--- src/inc/rtc_regs.vh ---
// rtc_regs.vh: word indices, field layout, limits, reset values and timing
// of the calendar clock block. assumes a 125 MHz core clock.
`ifndef RTC_REGS_VH
`define RTC_REGS_VH

// ==========================================================================
// timing
`define RTC_CLK_HZ 125000000
`define RTC_TICK_S 1
`define RTC_SYNC_STAGES 3

// ==========================================================================
// system word indices (word port address)
`define RTC_SW_NOW_WDAY 8'h31
`define RTC_SW_NOW_SEC 8'h32
`define RTC_SW_NOW_HM 8'h33
`define RTC_SW_NOW_MD 8'h34
`define RTC_SW_NOW_CY 8'h35
`define RTC_SW_STOP_SEC 8'h36
`define RTC_SW_STOP_HM 8'h37
`define RTC_SW_STOP_MD 8'h38
`define RTC_SW_STOP_CY 8'h39
`define RTC_SW_STOP_WC 8'h3A
`define RTC_SW_ADJ_CMD 8'h3B

// system bit indices (bit port address)
`define RTC_SB_WRITE_SEL 8'h32
`define RTC_SB_ADJ_EN 8'h3B

// ==========================================================================
// field order, also the adjust command bit order
`define RTC_NFIELDS 8
`define RTC_F_WDAY 0
`define RTC_F_SEC 1
`define RTC_F_MIN 2
`define RTC_F_HOUR 3
`define RTC_F_DAY 4
`define RTC_F_MON 5
`define RTC_F_YEAR 6
`define RTC_F_CENT 7

// ==========================================================================
// field limits in bcd
`define RTC_WDAY_MIN 8'h01
`define RTC_WDAY_MAX 8'h07
`define RTC_SEC_MIN 8'h00
`define RTC_SEC_MAX 8'h59
`define RTC_MIN_MIN 8'h00
`define RTC_MIN_MAX 8'h59
`define RTC_HOUR_MIN 8'h00
`define RTC_HOUR_MAX 8'h23
`define RTC_DAY_MIN 8'h01
`define RTC_DAY_31 8'h31
`define RTC_DAY_30 8'h30
`define RTC_DAY_29 8'h29
`define RTC_DAY_28 8'h28
`define RTC_MON_MIN 8'h01
`define RTC_MON_MAX 8'h12
`define RTC_MON_FEB 8'h02
`define RTC_MON_APR 8'h04
`define RTC_MON_JUN 8'h06
`define RTC_MON_SEP 8'h09
`define RTC_MON_NOV 8'h11
`define RTC_YEAR_MIN 8'h00
`define RTC_YEAR_MAX 8'h99
`define RTC_CENT_MIN 8'h00
`define RTC_CENT_MAX 8'h99
`define RTC_BCD_NINE 4'h9
`define RTC_BCD_ZERO 4'h0
`define RTC_BCD_ONE 4'h1

// ==========================================================================
// reset values and fixed bytes
`define RTC_RST_WDAY 8'h01
`define RTC_RST_DAY 8'h01
`define RTC_RST_MON 8'h01
`define RTC_RST_CENT 8'h20
`define RTC_BYTE_ZERO 8'h00
`define RTC_WORD_ZERO 16'h0000

// ==========================================================================
// stop cause codes (bcd)
`define RTC_CAUSE_NONE 8'h00
`define RTC_CAUSE_STOP 8'h01
`define RTC_CAUSE_SW 8'h02
`define RTC_CAUSE_POWER 8'h04
`define RTC_CAUSE_HW 8'h05
`define RTC_CAUSE_HALT 8'h06

`endif

--- src/design/rtc_bcd_step.v ---
// rtc_bcd_step: one bcd field, stepped up or down by one with wrap.
// assumes the field already lies within [i_min, i_max].
`timescale 1ns/1ps
`include "rtc_regs.vh"

module rtc_bcd_step (
  // field and its range
  input wire [7:0] i_val,
  input wire [7:0] i_min,
  input wire [7:0] i_max,
  // step requests, increment wins when both are set
  input wire i_inc,
  input wire i_dec,
  // result
  output reg [7:0] o_next
);

  // ==========================================================================
  // step
  always @* begin
    o_next = i_val;
    if (i_inc) begin
      if (i_val >= i_max)
        o_next = i_min;
      else if (i_val[3:0] == `RTC_BCD_NINE)
        o_next = {i_val[7:4] + `RTC_BCD_ONE, `RTC_BCD_ZERO};
      else
        o_next = {i_val[7:4], i_val[3:0] + `RTC_BCD_ONE};
    end else if (i_dec) begin
      if (i_val <= i_min || i_val > i_max)
        o_next = i_max;
      else if (i_val[3:0] == `RTC_BCD_ZERO)
        o_next = {i_val[7:4] - `RTC_BCD_ONE, `RTC_BCD_NINE};
      else
        o_next = {i_val[7:4], i_val[3:0] - `RTC_BCD_ONE};
    end
  end

endmodule // rtc_bcd_step

--- src/design/rtc_pin_sync.v ---
// rtc_pin_sync: three-stage synchroniser for an asynchronous pin with a
// filtered level and a one-cycle pulse on each accepted rise.
// assumes i_pin may change at any time relative to i_clk.
`timescale 1ns/1ps
`include "rtc_regs.vh"

module rtc_pin_sync (
  // clock and reset
  input wire i_clk,
  input wire i_resetn,
  // raw pin
  input wire i_pin,
  // filtered result
  output reg o_level,
  output reg o_rise
);

  reg [`RTC_SYNC_STAGES-1:0] sync_q;

  // ==========================================================================
  // shift chain; only stages two and three are compared
  always @(posedge i_clk or negedge i_resetn) begin
    if (!i_resetn) begin
      sync_q <= {`RTC_SYNC_STAGES{1'b0}};
      o_level <= 1'b0;
      o_rise <= 1'b0;
    end else begin
      sync_q <= {sync_q[1:0], i_pin};
      o_rise <= 1'b0;
      if (sync_q[1] == sync_q[2] && sync_q[2] != o_level) begin
        o_level <= sync_q[2];
        o_rise <= sync_q[2];
      end
    end
  end

endmodule // rtc_pin_sync

--- src/design/rtc_core.v ---
// rtc_core: battery-backed calendar clock seen through system words and
// system bits, with the record of the last application stop.
// assumes i_resetn is the backup-domain reset: processor power-down and
// cold starts do not assert it, so the calendar keeps counting.
//
// What this block does
// every current date and time field is shown as one bcd byte
// with write select at 0, current time words read only, writes ignored
// with write select at 1, a write to a current word loads it at once
// with adjust enable at 1, the command word steps fields from current value
// command bits 0..7 increment weekday, sec, min, hour, day, month, year, century
// command bits 8..15 decrement the same fields in the same order
// no automatic summer or winter time change is made
// on an application stop the date and time are caught in the stop record
// stop word one is seconds and 00, word two hours and minutes
// stop words three to five: month/day, century/year, weekday/cause
// steps wrap fields into their ranges, weekday 1 to 7; writes are not range checked and a month step does not reclip the day
// the stop cause is kept in bcd in the low byte of word five
// cause 1 for a switch to stop, 2 after a software fault
// cause 4 for power break or reset button, 5 for hardware fault
// cause 6 for a stop after the halt instruction
// the five current words are updated continuously
// current word layout: weekday, seconds, hour/min, month/day, century/year
// counting goes on while the processor is powered down
// each command bit steps once per write, wraps, then clears
`timescale 1ns/1ps
`include "rtc_regs.vh"

module rtc_core #(
  parameter TICK_CYCLES = `RTC_CLK_HZ * `RTC_TICK_S
) (
  // clock and reset
  input wire i_clk,
  input wire i_resetn,
  // system word port
  input wire i_sw_rd,
  input wire i_sw_wr,
  input wire [7:0] i_sw_addr,
  input wire [15:0] i_sw_wdata,
  output reg [15:0] o_sw_rdata,
  output reg o_sw_rvalid,
  // system bit port
  input wire i_sb_wr,
  input wire [7:0] i_sb_addr,
  input wire i_sb_wdata,
  output reg o_time_write_select,
  output reg o_time_adjust_enable,
  // stop events from the processor, one-cycle pulses
  input wire i_stop_mode,
  input wire i_stop_sw_fault,
  input wire i_stop_hw_fault,
  input wire i_stop_halt,
  // supply break or supply reset button, asynchronous pin
  input wire i_supply_break,
  // stop event seen, pulse
  output reg o_stop_logged
);

  // ==========================================================================
  // state
  reg [63:0] field_q;
  reg [63:0] field_d;
  reg [15:0] adj_cmd_q;
  reg [31:0] tick_cnt_q;
  reg tick_q;
  reg [15:0] stop_sec_q;
  reg [15:0] stop_hm_q;
  reg [15:0] stop_md_q;
  reg [15:0] stop_cy_q;
  reg [15:0] stop_wc_q;
  reg [7:0] cause_d;
  reg [15:0] rdata_d;
  reg [7:0] dim;
  wire [63:0] fmin;
  wire [63:0] fmax;
  wire [63:0] step_next;
  wire [7:0] at_max;
  wire [7:0] tick_step;
  wire [7:0] adj_inc;
  wire [7:0] adj_dec;
  wire adj_wr;
  wire [4:0] year_mod;
  wire leap;
  wire power_rise;
  wire stop_any;
  integer i;

  // byte views of the calendar
  wire [7:0] f_wday = field_q[`RTC_F_WDAY*8 +: 8];
  wire [7:0] f_sec = field_q[`RTC_F_SEC*8 +: 8];
  wire [7:0] f_min = field_q[`RTC_F_MIN*8 +: 8];
  wire [7:0] f_hour = field_q[`RTC_F_HOUR*8 +: 8];
  wire [7:0] f_day = field_q[`RTC_F_DAY*8 +: 8];
  wire [7:0] f_mon = field_q[`RTC_F_MON*8 +: 8];
  wire [7:0] f_year = field_q[`RTC_F_YEAR*8 +: 8];
  wire [7:0] f_cent = field_q[`RTC_F_CENT*8 +: 8];

  // ==========================================================================
  // one-second tick
  // the divider runs from the backup-domain reset only, so a processor
  // restart neither stops nor re-phases the second
  always @(posedge i_clk or negedge i_resetn) begin
    if (!i_resetn) begin
      tick_cnt_q <= 32'h00000000;
      tick_q <= 1'b0;
    end else if (tick_cnt_q >= TICK_CYCLES - 1) begin
      tick_cnt_q <= 32'h00000000;
      tick_q <= 1'b1;
    end else begin
      tick_cnt_q <= tick_cnt_q + 32'h00000001;
      tick_q <= 1'b0;
    end
  end

  // ==========================================================================
  // field limits; the day limit follows month and leap year
  // leap test uses the year within the century only (every fourth year)
  assign year_mod = {f_year[7:4], 1'b0} + {1'b0, f_year[3:0]};
  assign leap = (year_mod[1:0] == 2'b00);

  always @* begin
    case (f_mon)
      `RTC_MON_FEB: dim = leap ? `RTC_DAY_29 : `RTC_DAY_28;
      `RTC_MON_APR, `RTC_MON_JUN, `RTC_MON_SEP, `RTC_MON_NOV: dim = `RTC_DAY_30;
      default: dim = `RTC_DAY_31;
    endcase
  end

  assign fmin = {`RTC_CENT_MIN, `RTC_YEAR_MIN, `RTC_MON_MIN, `RTC_DAY_MIN,
                 `RTC_HOUR_MIN, `RTC_MIN_MIN, `RTC_SEC_MIN, `RTC_WDAY_MIN};
  assign fmax = {`RTC_CENT_MAX, `RTC_YEAR_MAX, `RTC_MON_MAX, dim,
                 `RTC_HOUR_MAX, `RTC_MIN_MAX, `RTC_SEC_MAX, `RTC_WDAY_MAX};

  // ==========================================================================
  // carry chain of the running clock; plain calendar, no seasonal shift
  assign tick_step[`RTC_F_SEC] = tick_q;
  assign tick_step[`RTC_F_MIN] = tick_step[`RTC_F_SEC] & at_max[`RTC_F_SEC];
  assign tick_step[`RTC_F_HOUR] = tick_step[`RTC_F_MIN] & at_max[`RTC_F_MIN];
  assign tick_step[`RTC_F_DAY] = tick_step[`RTC_F_HOUR] & at_max[`RTC_F_HOUR];
  assign tick_step[`RTC_F_WDAY] = tick_step[`RTC_F_DAY];
  assign tick_step[`RTC_F_MON] = tick_step[`RTC_F_DAY] & at_max[`RTC_F_DAY];
  assign tick_step[`RTC_F_YEAR] = tick_step[`RTC_F_MON] & at_max[`RTC_F_MON];
  assign tick_step[`RTC_F_CENT] = tick_step[`RTC_F_YEAR] & at_max[`RTC_F_YEAR];

  // ==========================================================================
  // incremental adjust: one step per field per command write, no carry
  assign adj_wr = i_sw_wr && (i_sw_addr == `RTC_SW_ADJ_CMD) && o_time_adjust_enable;
  assign adj_inc = adj_wr ? i_sw_wdata[7:0] : 8'h00;
  assign adj_dec = adj_wr ? i_sw_wdata[15:8] : 8'h00;

  // ==========================================================================
  // one stepper per field; a tick and an adjust in the same cycle give one step
  genvar g;
  generate
    for (g = 0; g < `RTC_NFIELDS; g = g + 1) begin : g_field
      assign at_max[g] = (field_q[g*8 +: 8] >= fmax[g*8 +: 8]);
      rtc_bcd_step u_step (
        .i_val(field_q[g*8 +: 8]),
        .i_min(fmin[g*8 +: 8]),
        .i_max(fmax[g*8 +: 8]),
        .i_inc(tick_step[g] | adj_inc[g]),
        .i_dec(adj_dec[g]),
        .o_next(step_next[g*8 +: 8])
      );
    end
  endgenerate

  // ==========================================================================
  // next calendar: an immediate write beats stepping for the word it hits
  always @* begin
    field_d = step_next;
    if (i_sw_wr && o_time_write_select) begin
      case (i_sw_addr)
        `RTC_SW_NOW_WDAY: begin
          field_d[`RTC_F_WDAY*8 +: 8] = i_sw_wdata[7:0];
        end
        `RTC_SW_NOW_SEC: begin
          field_d[`RTC_F_SEC*8 +: 8] = i_sw_wdata[15:8];
        end
        `RTC_SW_NOW_HM: begin
          field_d[`RTC_F_MIN*8 +: 8] = i_sw_wdata[7:0];
          field_d[`RTC_F_HOUR*8 +: 8] = i_sw_wdata[15:8];
        end
        `RTC_SW_NOW_MD: begin
          field_d[`RTC_F_DAY*8 +: 8] = i_sw_wdata[7:0];
          field_d[`RTC_F_MON*8 +: 8] = i_sw_wdata[15:8];
        end
        `RTC_SW_NOW_CY: begin
          field_d[`RTC_F_YEAR*8 +: 8] = i_sw_wdata[7:0];
          field_d[`RTC_F_CENT*8 +: 8] = i_sw_wdata[15:8];
        end
        default: begin
          field_d = step_next;
        end
      endcase
    end
  end

  always @(posedge i_clk or negedge i_resetn) begin
    if (!i_resetn) begin
      field_q <= {`RTC_RST_CENT, `RTC_BYTE_ZERO, `RTC_RST_MON, `RTC_RST_DAY,
                  `RTC_BYTE_ZERO, `RTC_BYTE_ZERO, `RTC_BYTE_ZERO, `RTC_RST_WDAY};
    end else begin
      for (i = 0; i < `RTC_NFIELDS; i = i + 1) begin
        field_q[i*8 +: 8] <= field_d[i*8 +: 8];
      end
    end
  end

  // ==========================================================================
  // command word holds the written value for one cycle, then clears
  always @(posedge i_clk or negedge i_resetn) begin
    if (!i_resetn) begin
      adj_cmd_q <= `RTC_WORD_ZERO;
    end else if (adj_wr) begin
      adj_cmd_q <= i_sw_wdata;
    end else begin
      adj_cmd_q <= `RTC_WORD_ZERO;
    end
  end

  // ==========================================================================
  // system bits
  always @(posedge i_clk or negedge i_resetn) begin
    if (!i_resetn) begin
      o_time_write_select <= 1'b0;
      o_time_adjust_enable <= 1'b0;
    end else if (i_sb_wr) begin
      if (i_sb_addr == `RTC_SB_WRITE_SEL)
        o_time_write_select <= i_sb_wdata;
      if (i_sb_addr == `RTC_SB_ADJ_EN)
        o_time_adjust_enable <= i_sb_wdata;
    end
  end

  // ==========================================================================
  // stop record
  rtc_pin_sync u_supply (
    .i_clk(i_clk),
    .i_resetn(i_resetn),
    .i_pin(i_supply_break),
    .o_level(),
    .o_rise(power_rise)
  );

  // simultaneous causes: the most severe is kept
  always @* begin
    if (power_rise)
      cause_d = `RTC_CAUSE_POWER;
    else if (i_stop_hw_fault)
      cause_d = `RTC_CAUSE_HW;
    else if (i_stop_sw_fault)
      cause_d = `RTC_CAUSE_SW;
    else if (i_stop_halt)
      cause_d = `RTC_CAUSE_HALT;
    else if (i_stop_mode)
      cause_d = `RTC_CAUSE_STOP;
    else
      cause_d = `RTC_CAUSE_NONE;
  end

  assign stop_any = power_rise | i_stop_hw_fault | i_stop_sw_fault | i_stop_halt | i_stop_mode;

  always @(posedge i_clk or negedge i_resetn) begin
    if (!i_resetn) begin
      stop_sec_q <= `RTC_WORD_ZERO;
      stop_hm_q <= `RTC_WORD_ZERO;
      stop_md_q <= `RTC_WORD_ZERO;
      stop_cy_q <= `RTC_WORD_ZERO;
      stop_wc_q <= `RTC_WORD_ZERO;
      o_stop_logged <= 1'b0;
    end else begin
      o_stop_logged <= stop_any;
      if (stop_any) begin
        stop_sec_q <= {f_sec, `RTC_BYTE_ZERO};
        stop_hm_q <= {f_hour, f_min};
        stop_md_q <= {f_mon, f_day};
        stop_cy_q <= {f_cent, f_year};
        stop_wc_q <= {f_wday, cause_d};
      end
    end
  end

  // ==========================================================================
  // word read port, one cycle latency; unmapped words read zero
  always @* begin
    case (i_sw_addr)
      `RTC_SW_NOW_WDAY: rdata_d = {`RTC_BYTE_ZERO, f_wday};
      `RTC_SW_NOW_SEC: rdata_d = {f_sec, `RTC_BYTE_ZERO};
      `RTC_SW_NOW_HM: rdata_d = {f_hour, f_min};
      `RTC_SW_NOW_MD: rdata_d = {f_mon, f_day};
      `RTC_SW_NOW_CY: rdata_d = {f_cent, f_year};
      `RTC_SW_STOP_SEC: rdata_d = stop_sec_q;
      `RTC_SW_STOP_HM: rdata_d = stop_hm_q;
      `RTC_SW_STOP_MD: rdata_d = stop_md_q;
      `RTC_SW_STOP_CY: rdata_d = stop_cy_q;
      `RTC_SW_STOP_WC: rdata_d = stop_wc_q;
      `RTC_SW_ADJ_CMD: rdata_d = adj_cmd_q;
      default: rdata_d = `RTC_WORD_ZERO;
    endcase
  end

  always @(posedge i_clk or negedge i_resetn) begin
    if (!i_resetn) begin
      o_sw_rdata <= `RTC_WORD_ZERO;
      o_sw_rvalid <= 1'b0;
    end else begin
      o_sw_rvalid <= i_sw_rd;
      if (i_sw_rd)
        o_sw_rdata <= rdata_d;
    end
  end

endmodule // rtc_core

--- config.mk ---
export PLATFORM = sky130hd
export DESIGN_NAME = rtc_core
export DESIGN_NICKNAME = d
export VERILOG_FILES = /design/src/design/rtc_bcd_step.v /design/src/design/rtc_pin_sync.v /design/src/design/rtc_core.v
export VERILOG_INCLUDE_DIRS = /design/src /design/src/inc
export SDC_FILE = /design/constraint.sdc
export NUM_CORES = 1
export LEC_CHECK = 0
export ABC_AREA = 1
export ABC_CLOCK_PERIOD_IN_PS = 3900
export BUFFER_PORTS_ARGS = -buffer_cell sky130_fd_sc_hd__buf_4
export CORE_ASPECT_RATIO = 0.8
export CORE_MARGIN = 5
export CORE_UTILIZATION = 65
export DETAILED_ROUTE_END_ITERATION = 10
export PLACE_DENSITY = 0.95
export SLEW_MARGIN = 10
export SYNTH_ARGS = -nofsm -noshare
export SYNTH_HDL_FRONTEND = slang
export SYNTH_SLANG_ARGS = --single-unit
--- constraint.sdc ---
create_clock -name i_clk -period 3.9 [get_ports i_clk]
set_input_delay 0.78 -clock i_clk [delete_from_list [all_inputs] [get_ports i_clk]]
set_output_delay 0.78 -clock i_clk [all_outputs]
set_load 0.01 [all_outputs]
# Word level (Yosys, flattened, before mapping)

Index checks and enable logic that the tools add are counted.

Add/sub/neg operators: 34
Multiply operators: 0
Div/mod/pow operators: 0
Order comparisons: 25
Eq/ne operators: 28
Shifts and indexed selects: 0
Mux-type cells: 68
Bitwise operators: 18
Reductions and logical operators: 24

Operators with widths:

| kind                                                           | count |
|---|---|
| two-way mux 8 bit                                              | 52 |
| one-hot mux 16 bit (11 select lines)                           | 1 |
| equality test 8 x 6 -> 1 bit, second input constant            | 13 |
| adder 4 x 1 -> 4 bit, second input constant                    | 16 |
| less-or-equal comparator 8 x 1 -> 1 bit, second input constant | 8 |
| two-way mux 16 bit                                             | 4 |
| two-way mux 64 bit                                             | 1 |
| subtractor 4 x 1 -> 4 bit, second input constant               | 16 |
| adder 32 x 1 -> 32 bit, second input constant                  | 1 |
| equality test 4 bit, second input constant                     | 8 |
| >= comparator 32 x 27 -> 1 bit, second input constant          | 1 |
| logical NOT 4 bit                                              | 8 |
| two-way mux 32 bit                                             | 1 |
| equality test 8 x 3 -> 1 bit, second input constant            | 2 |
| >= comparator 8 x 7 -> 1 bit, second input constant            | 2 |
| >= comparator 8 bit, second input constant                     | 2 |
| > comparator 8 x 7 -> 1 bit, second input constant             | 2 |
| > comparator 8 bit, second input constant                      | 2 |
| two-way mux 3 bit                                              | 4 |
| bitwise OR 1 bit                                               | 12 |
| one-hot mux 5 bit (2 select lines)                             | 1 |
| equality test 8 x 2 -> 1 bit, second input constant            | 1 |
| equality test 8 x 4 -> 1 bit, second input constant            | 1 |
| equality test 8 x 5 -> 1 bit, second input constant            | 1 |
| 18 further kinds                                               | 37 |

Bits in registers: 210
Latch bits: 0
RAM bits: 0
Memory bits (read-only): 0
Bits of input ports: 43
Output and inout port bits: 20
Word-level logic and storage cells: 214
Memories: 0

# Depth between registers and ports, before layout

Depth in word-level cells: 12
Depth in mapped cells: 21
Gate-level depth less buffers: 21

# Cells and area by module

From an unflattened synthesis, not the netlist that was laid out.

Cells, all modules: 2750
Area, all modules: 18580.3 µm²

Modules (own cells, without submodules):

| module       | instances | cells each | area each (µm²) | seq. area each (µm²) |
|---|---|---|---|---|
| rtc_core     | 1         | 1196       | 9676.8          | 5009.8 |
| rtc_bcd_step | 8         | 193        | 1094.8          | 0.0 |
| rtc_pin_sync | 1         | 10         | 145.1           | 125.1 |

# Worst setup path after synthesis

Ideal clock, no wire load.

Path type: flip-flop to flip-flop
Start: register field_q[44]
End: register field_q[55]
Setup time: 113 ps
Arrival: 2436 ps
Required time: 3787 ps
Setup slack: 1351 ps
Stages on the path, launching flop included: 20
Buffers on the path: 0
Period minus slack after synthesis: 2549 ps
Path through: dfrtp_1 inv_1 ha_1 nand2_1 nor2_1 o21ai_0 nand2_1 inv_1 ha_1 nand2_1 nor2_1 nand2_1 nand3_1 nand3_1 nand2_2 inv_2 nand2_1 nand3_1 nand2_1 inv_1

Cells in the longest elaborated chain, start to end: 10
Elaborated cells between the ends (all ways): 15
Those cells by class: order compare: 2; eq/ne: 5; mux: 4; bitwise: 3; reduce/logical: 1

RTL lines:

| item                                                 | line              | source |
|---|---|---|
| from (decl)                                          | rtc_core.v:61     | `reg [63:0] field_q;` |
| from (signal assigned)                               | rtc_core.v:201    | `` field_q <= {`RTC_RST_CENT, `RTC_BYTE_ZERO, `RTC_RST_MON, `RTC_RST_DAY, `` |
| from (signal, indexed assignment)                    | rtc_core.v:205    | `field_q[i*8 +: 8] <= field_d[i*8 +: 8];` |
| equality test 8 x 3 -> 1 bit (tied with other cells) | rtc_core.v:122    | `case (f_mon)` |
| OR reduction 4 bit                                   | rtc_core.v:122    |  |
| one-hot mux 5 bit (2 select lines)                   | rtc_core.v:122    |  |
| >= comparator 8 x 6 -> 1 bit                         | -                 |  |
| bitwise AND 1 bit                                    | rtc_core.v:141    | `` assign tick_step[`RTC_F_MON] = tick_step[`RTC_F_DAY] & at_max[`RTC_F_DAY]; `` |
| bitwise AND 1 bit (*)                                | rtc_core.v:142    | `` assign tick_step[`RTC_F_YEAR] = tick_step[`RTC_F_MON] & at_max[`RTC_F_MON]; `` |
| bitwise OR 1 bit (*)                                 | rtc_core.v:161    | `.i_inc(tick_step[g] \| adj_inc[g]),` |
| two-way mux 8 bit (*)                                | rtc_bcd_step.v:22 | `if (i_inc) begin` |
| two-way mux 16 bit                                   | rtc_core.v:173    | `case (i_sw_addr)` |
| two-way mux 64 bit (*)                               | rtc_core.v:172    | `if (i_sw_wr && o_time_write_select) begin` |
| via field_d[55]                                      | rtc_core.v:62     | `reg [63:0] field_d;` |

The timed path passes the listed nets; every way through them passes the cells marked *.
A chain may end at the register's enable or synchronous reset.

# Final worst setup path

Start: register field_q[44]
End: register field_q[56]

Cells in the longest elaborated chain, start to end: 11
Elaborated cells between the ends (all ways): 16
Those cells by class: order compare: 2; eq/ne: 5; mux: 4; bitwise: 4; reduce/logical: 1

RTL lines:

| item                                                 | line              | source |
|---|---|---|
| equality test 8 x 3 -> 1 bit (tied with other cells) | rtc_core.v:122    |  |
| OR reduction 4 bit                                   | rtc_core.v:122    |  |
| one-hot mux 5 bit (2 select lines)                   | rtc_core.v:122    |  |
| >= comparator 8 x 6 -> 1 bit                         | -                 |  |
| bitwise AND 1 bit                                    | rtc_core.v:141    |  |
| bitwise AND 1 bit (*)                                | rtc_core.v:142    |  |
| bitwise AND 1 bit (*)                                | rtc_core.v:143    | `` assign tick_step[`RTC_F_CENT] = tick_step[`RTC_F_YEAR] & at_max[`RTC_F_YEAR]; `` |
| bitwise OR 1 bit (*)                                 | rtc_core.v:161    |  |
| two-way mux 8 bit (*)                                | rtc_bcd_step.v:22 |  |
| two-way mux 16 bit                                   | rtc_core.v:173    |  |
| two-way mux 64 bit (*)                               | rtc_core.v:172    |  |
| via field_d[56]                                      | rtc_core.v:62     |  |

Marks and branches as above.

==> flow_metrics.env <==
export IMPL_setup_tns_final_ns=0
export IMPL_drc_errors=0
export IMPL_cts_buffers=22
export IMPL_min_period_ns=3.44
export IMPL_power_density_nw_per_um2=366
export IMPL_grt_max_degree=131
export IMPL_crit_path_cell_trace="inv_1, ha_1, nand2_1, nor2_1, o21ai_0, nand2_1, inv_1, ha_1, nand2_1, nor2_1, nand2_1, nand3_1, nand4_1, nand2_1, nand2_1, nand3_1, nand2_1, inv_1"
export IMPL_ys_types=48
export IMPL_critical_path_depth=18
export IMPL_n_fill_cell=1519
export IMPL_critPathArrivalTime_ns=3.89
export IMPL_fin_util_pct=73.4
export IMPL_antenna_diode_count=0
export IMPL_dp_hpwl_um=29600
export IMPL_worst_pin_slew_ns=1.12
export IMPL_worst_r2r_endpoint="field_q[56]$_DFF_PN0_"
export IMPL_ys_flop_type="dfrtp_1"
export IMPL_ios=63
export IMPL_start_util_pct=66.1
export IMPL_clockBufferDepth=3
export IMPL_cts_htree_levels=1
export IMPL_area_growth_pct=11.1
export IMPL_startpoint="field_q[44]$_DFF_PN0_"
export IMPL_yosys_top_cells_count="452 x nand2_1, 249 x inv_1, 209 x nor2_1"
export IMPL_worst_setup_path_type="reg -> reg"
export IMPL_cts_tree="yes"
export IMPL_cap_violations=0
export IMPL_die_h_um=137
export IMPL_slowest_stage="nand4_1"
export IMPL_drt_initial_drc_count=1782
export IMPL_crit_fanout=11
export IMPL_yosysMostFrequentCell="nand2_1"
export IMPL_finClkSkew_ns=0.0169
export IMPL_vias_per_cell=6.17
export IMPL_crit_buf_inv=3
export IMPL_first_global_vias=12500
export IMPL_root_buffer="clkbuf_16"
export IMPL_cts_resized=0
export IMPL_critPathLaunchType="flip-flop"
export IMPL_ir_drop_mv=0.341
export IMPL_crit_path_end_kind="flip-flop"
export IMPL_worstReg2RegStart="field_q[44]$_DFF_PN0_"
export IMPL_port_buffers=62
export IMPL_synth_cells=1849
export IMPL_avgSynthCellArea_um2=7.07
export IMPL_ctsHoldBuffers=0
export IMPL_crit_path_end="field_q[56]$_DFF_PN0_"
export IMPL_core_um2=19800
export IMPL_crit_required_ns=4.35
export IMPL_clk_pin_slew_worst_paths_ns=0.07
export IMPL_setup_viol=0
export IMPL_die_w_um=169
export IMPL_num_vias=13400
export IMPL_synth_edf_count=0
export IMPL_ys_seq_area_share_pct=39.3
export IMPL_dieArea_um2=23100
export IMPL_leakagePower_nw=7.34
export IMPL_fmax_ghz=0.291
export IMPL_finalHoldViolations=0
export IMPL_gp_congestion=1.03
export IMPL_multi_input_area_um2=6750
export IMPL_routed_wl_um=41000
export IMPL_insertion_delay_ns=0.52
export IMPL_period_share_pct=88.1
export IMPL_grt_usage_pct=35.3
export IMPL_first_pass_iters=9
export IMPL_r2r_slack_ns=0.46
export IMPL_crit_family="simple AND/OR/NAND/NOR gates"
export IMPL_synth_seq_cells=205
export IMPL_rsz0062_at_grt="false"
export IMPL_synth_largest_area_cell="dfrtp_1"
export IMPL_post_cts_repair_setup_buffers=0
export IMPL_relSlewSlack_pct=25.5
export IMPL_final_seq_area_um2=5130
export IMPL_nets=1986
export IMPL_ys_warnings_count=0
export IMPL_hp_class="in -> async"
export IMPL_drive_above_1_share_pct=8.36
export IMPL_fp_row_count=46
export IMPL_drv_slew=0
export IMPL_globalRouteOverflowTotal=0
export IMPL_synth_area_leaders="dfrtp_1 38%, nand2_1 13%, inv_1 7.1%, nor2_1 6.0%, nand3_1 5.7%"
export IMPL_crit_path_frequent_cell="nand2_1"
export IMPL_netlist_area_um2=13100
export IMPL_drtAntennaViolNets=0
export IMPL_r2r_cells=18
export IMPL_post_drt_wl_per_cell_um=18.8
export IMPL_cpPeakStageDelay_ns=0.48
export IMPL_clock_sinks=205
export IMPL_grt_antenna_before_repair=0
export IMPL_status="finished, final reports clean"
export IMPL_async_reset_ff_share_pct=100
export IMPL_grt_pass1_wl_um=65300
export IMPL_yosysTopAreaCellShare_pct=38.5
-- per-stage QoR --
stage,area (um^2),power (mW),setup WS (ns),hold slack [ns],cells
after floorplan,13100,2.90,1.35,0.331,1853
after global placement,13800,3.15,0.689,0.335,2141
after detailed placement,13800,3.16,0.553,0.345,2141
after CTS,14500,5.27,0.537,0.355,2179
after global routing,14500,5.50,0.105,0.363,2179
final,14500,5.31,0.465,0.348,2179
-- worst min path at each step --
stage                     slack, ns                           end                    startpoint  cells after the start
after global placement         0.33  u_supply.sync_q[1]$_DFF_PN0_  u_supply.sync_q[0]$_DFF_PN0_                      0
after CTS                      0.35  u_supply.sync_q[1]$_DFF_PN0_  u_supply.sync_q[0]$_DFF_PN0_                      0
after detailed placement       0.34  u_supply.sync_q[1]$_DFF_PN0_  u_supply.sync_q[0]$_DFF_PN0_                      0
after floorplan                0.33  u_supply.sync_q[1]$_DFF_PN0_  u_supply.sync_q[0]$_DFF_PN0_                      0
after global routing           0.36  u_supply.sync_q[0]$_DFF_PN0_                i_supply_break                      1
final                          0.35         field_q[37]$_DFF_PN0_                      i_resetn                      1
-- routing by layer --
layer | up-vias | global-route usage [%] | share of wire [%]
met3 | 150 | 12.3 | 14
met2 | 967 | 52.9 | 43
li1 | 6120 | - | -
met5 | - | 2.17 | 0.15
met1 | 6204 | 48.7 | 39
met4 | 2 | 10.7 | 3.3
-- worst register-to-register path, stage by stage (launching register included) --
cell and delay [ns]:
dfrtp_1 0.47, inv_1 0.16, ha_1 0.18, nand2_1 0.08, nor2_1 0.28, o21ai_0 0.14
nand2_1 0.11, inv_1 0.05, ha_1 0.26, nand2_1 0.04, nor2_1 0.11, nand2_1 0.08
nand3_1 0.28, nand4_1 0.48, nand2_1 0.37, nand2_1 0.09, nand3_1 0.09, nand2_1 0.07
inv_1 0.05
-- area by class of cell --
cell class | instances | area share (%)
Clock buffer | 30 | 4.27
Inverter | 265 | 6.85
Sequential cell | 205 | 35.3
Tap cell | 264 | 2.27
Clock inverter | 8 | 0.758
Multi-Input combinational cell | 1335 | 46.5
Timing Repair Buffer | 72 | 4.02
-- report_power, final --
part           internal, mW  switching, mW  total (mW)
Combinational         0.251          0.518       0.768
Clock                  1.25          0.899        2.15
Sequential             2.26          0.133        2.39
-- flip-flops by register name, summed over array words and instances, names as in the netlist --
signal / flops
tick_cnt_q: 32
field_q: 64
o_stop_logged: 1
u_supply.o_rise: 1
stop_cy_q: 16
tick_q: 1
stop_hm_q: 16
adj_cmd_q: 16
stop_md_q: 16
stop_wc_q: 11
u_supply.sync_q: 3
o_sw_rvalid: 1
stop_sec_q: 8
u_supply.o_level: 1
o_sw_rdata: 16
o_time_write_select: 1
o_time_adjust_enable: 1
-- cell usage in the layout (no fill, tap or decap), types with 38 or more instances in the layout --
cell,netlist,routed
a21oi_1,85,85
dfrtp_1,201,201
o22ai_1,46,46
nor2_1,209,209
inv_1,249,249
nand3_1,150,150
buf_4,1,68
xor2_1,38,38
nand2_1,452,452
o21ai_0,137,137
ha_1,42,42
-- kinds of logic after synthesis --
group,Yosys count,share of synthesized area (%)
flip-flops,205,39.3
AND/OR/NAND/NOR,913,30.3
other,1,0.0287
buffers and inverters,313,9.23
AO/OA/AOI/OAI,331,14.3
XOR/XNOR,44,2.95
adder cells (fa/ha/maj),42,4.02
Note: power is estimated with default switching activity, not from simulation.
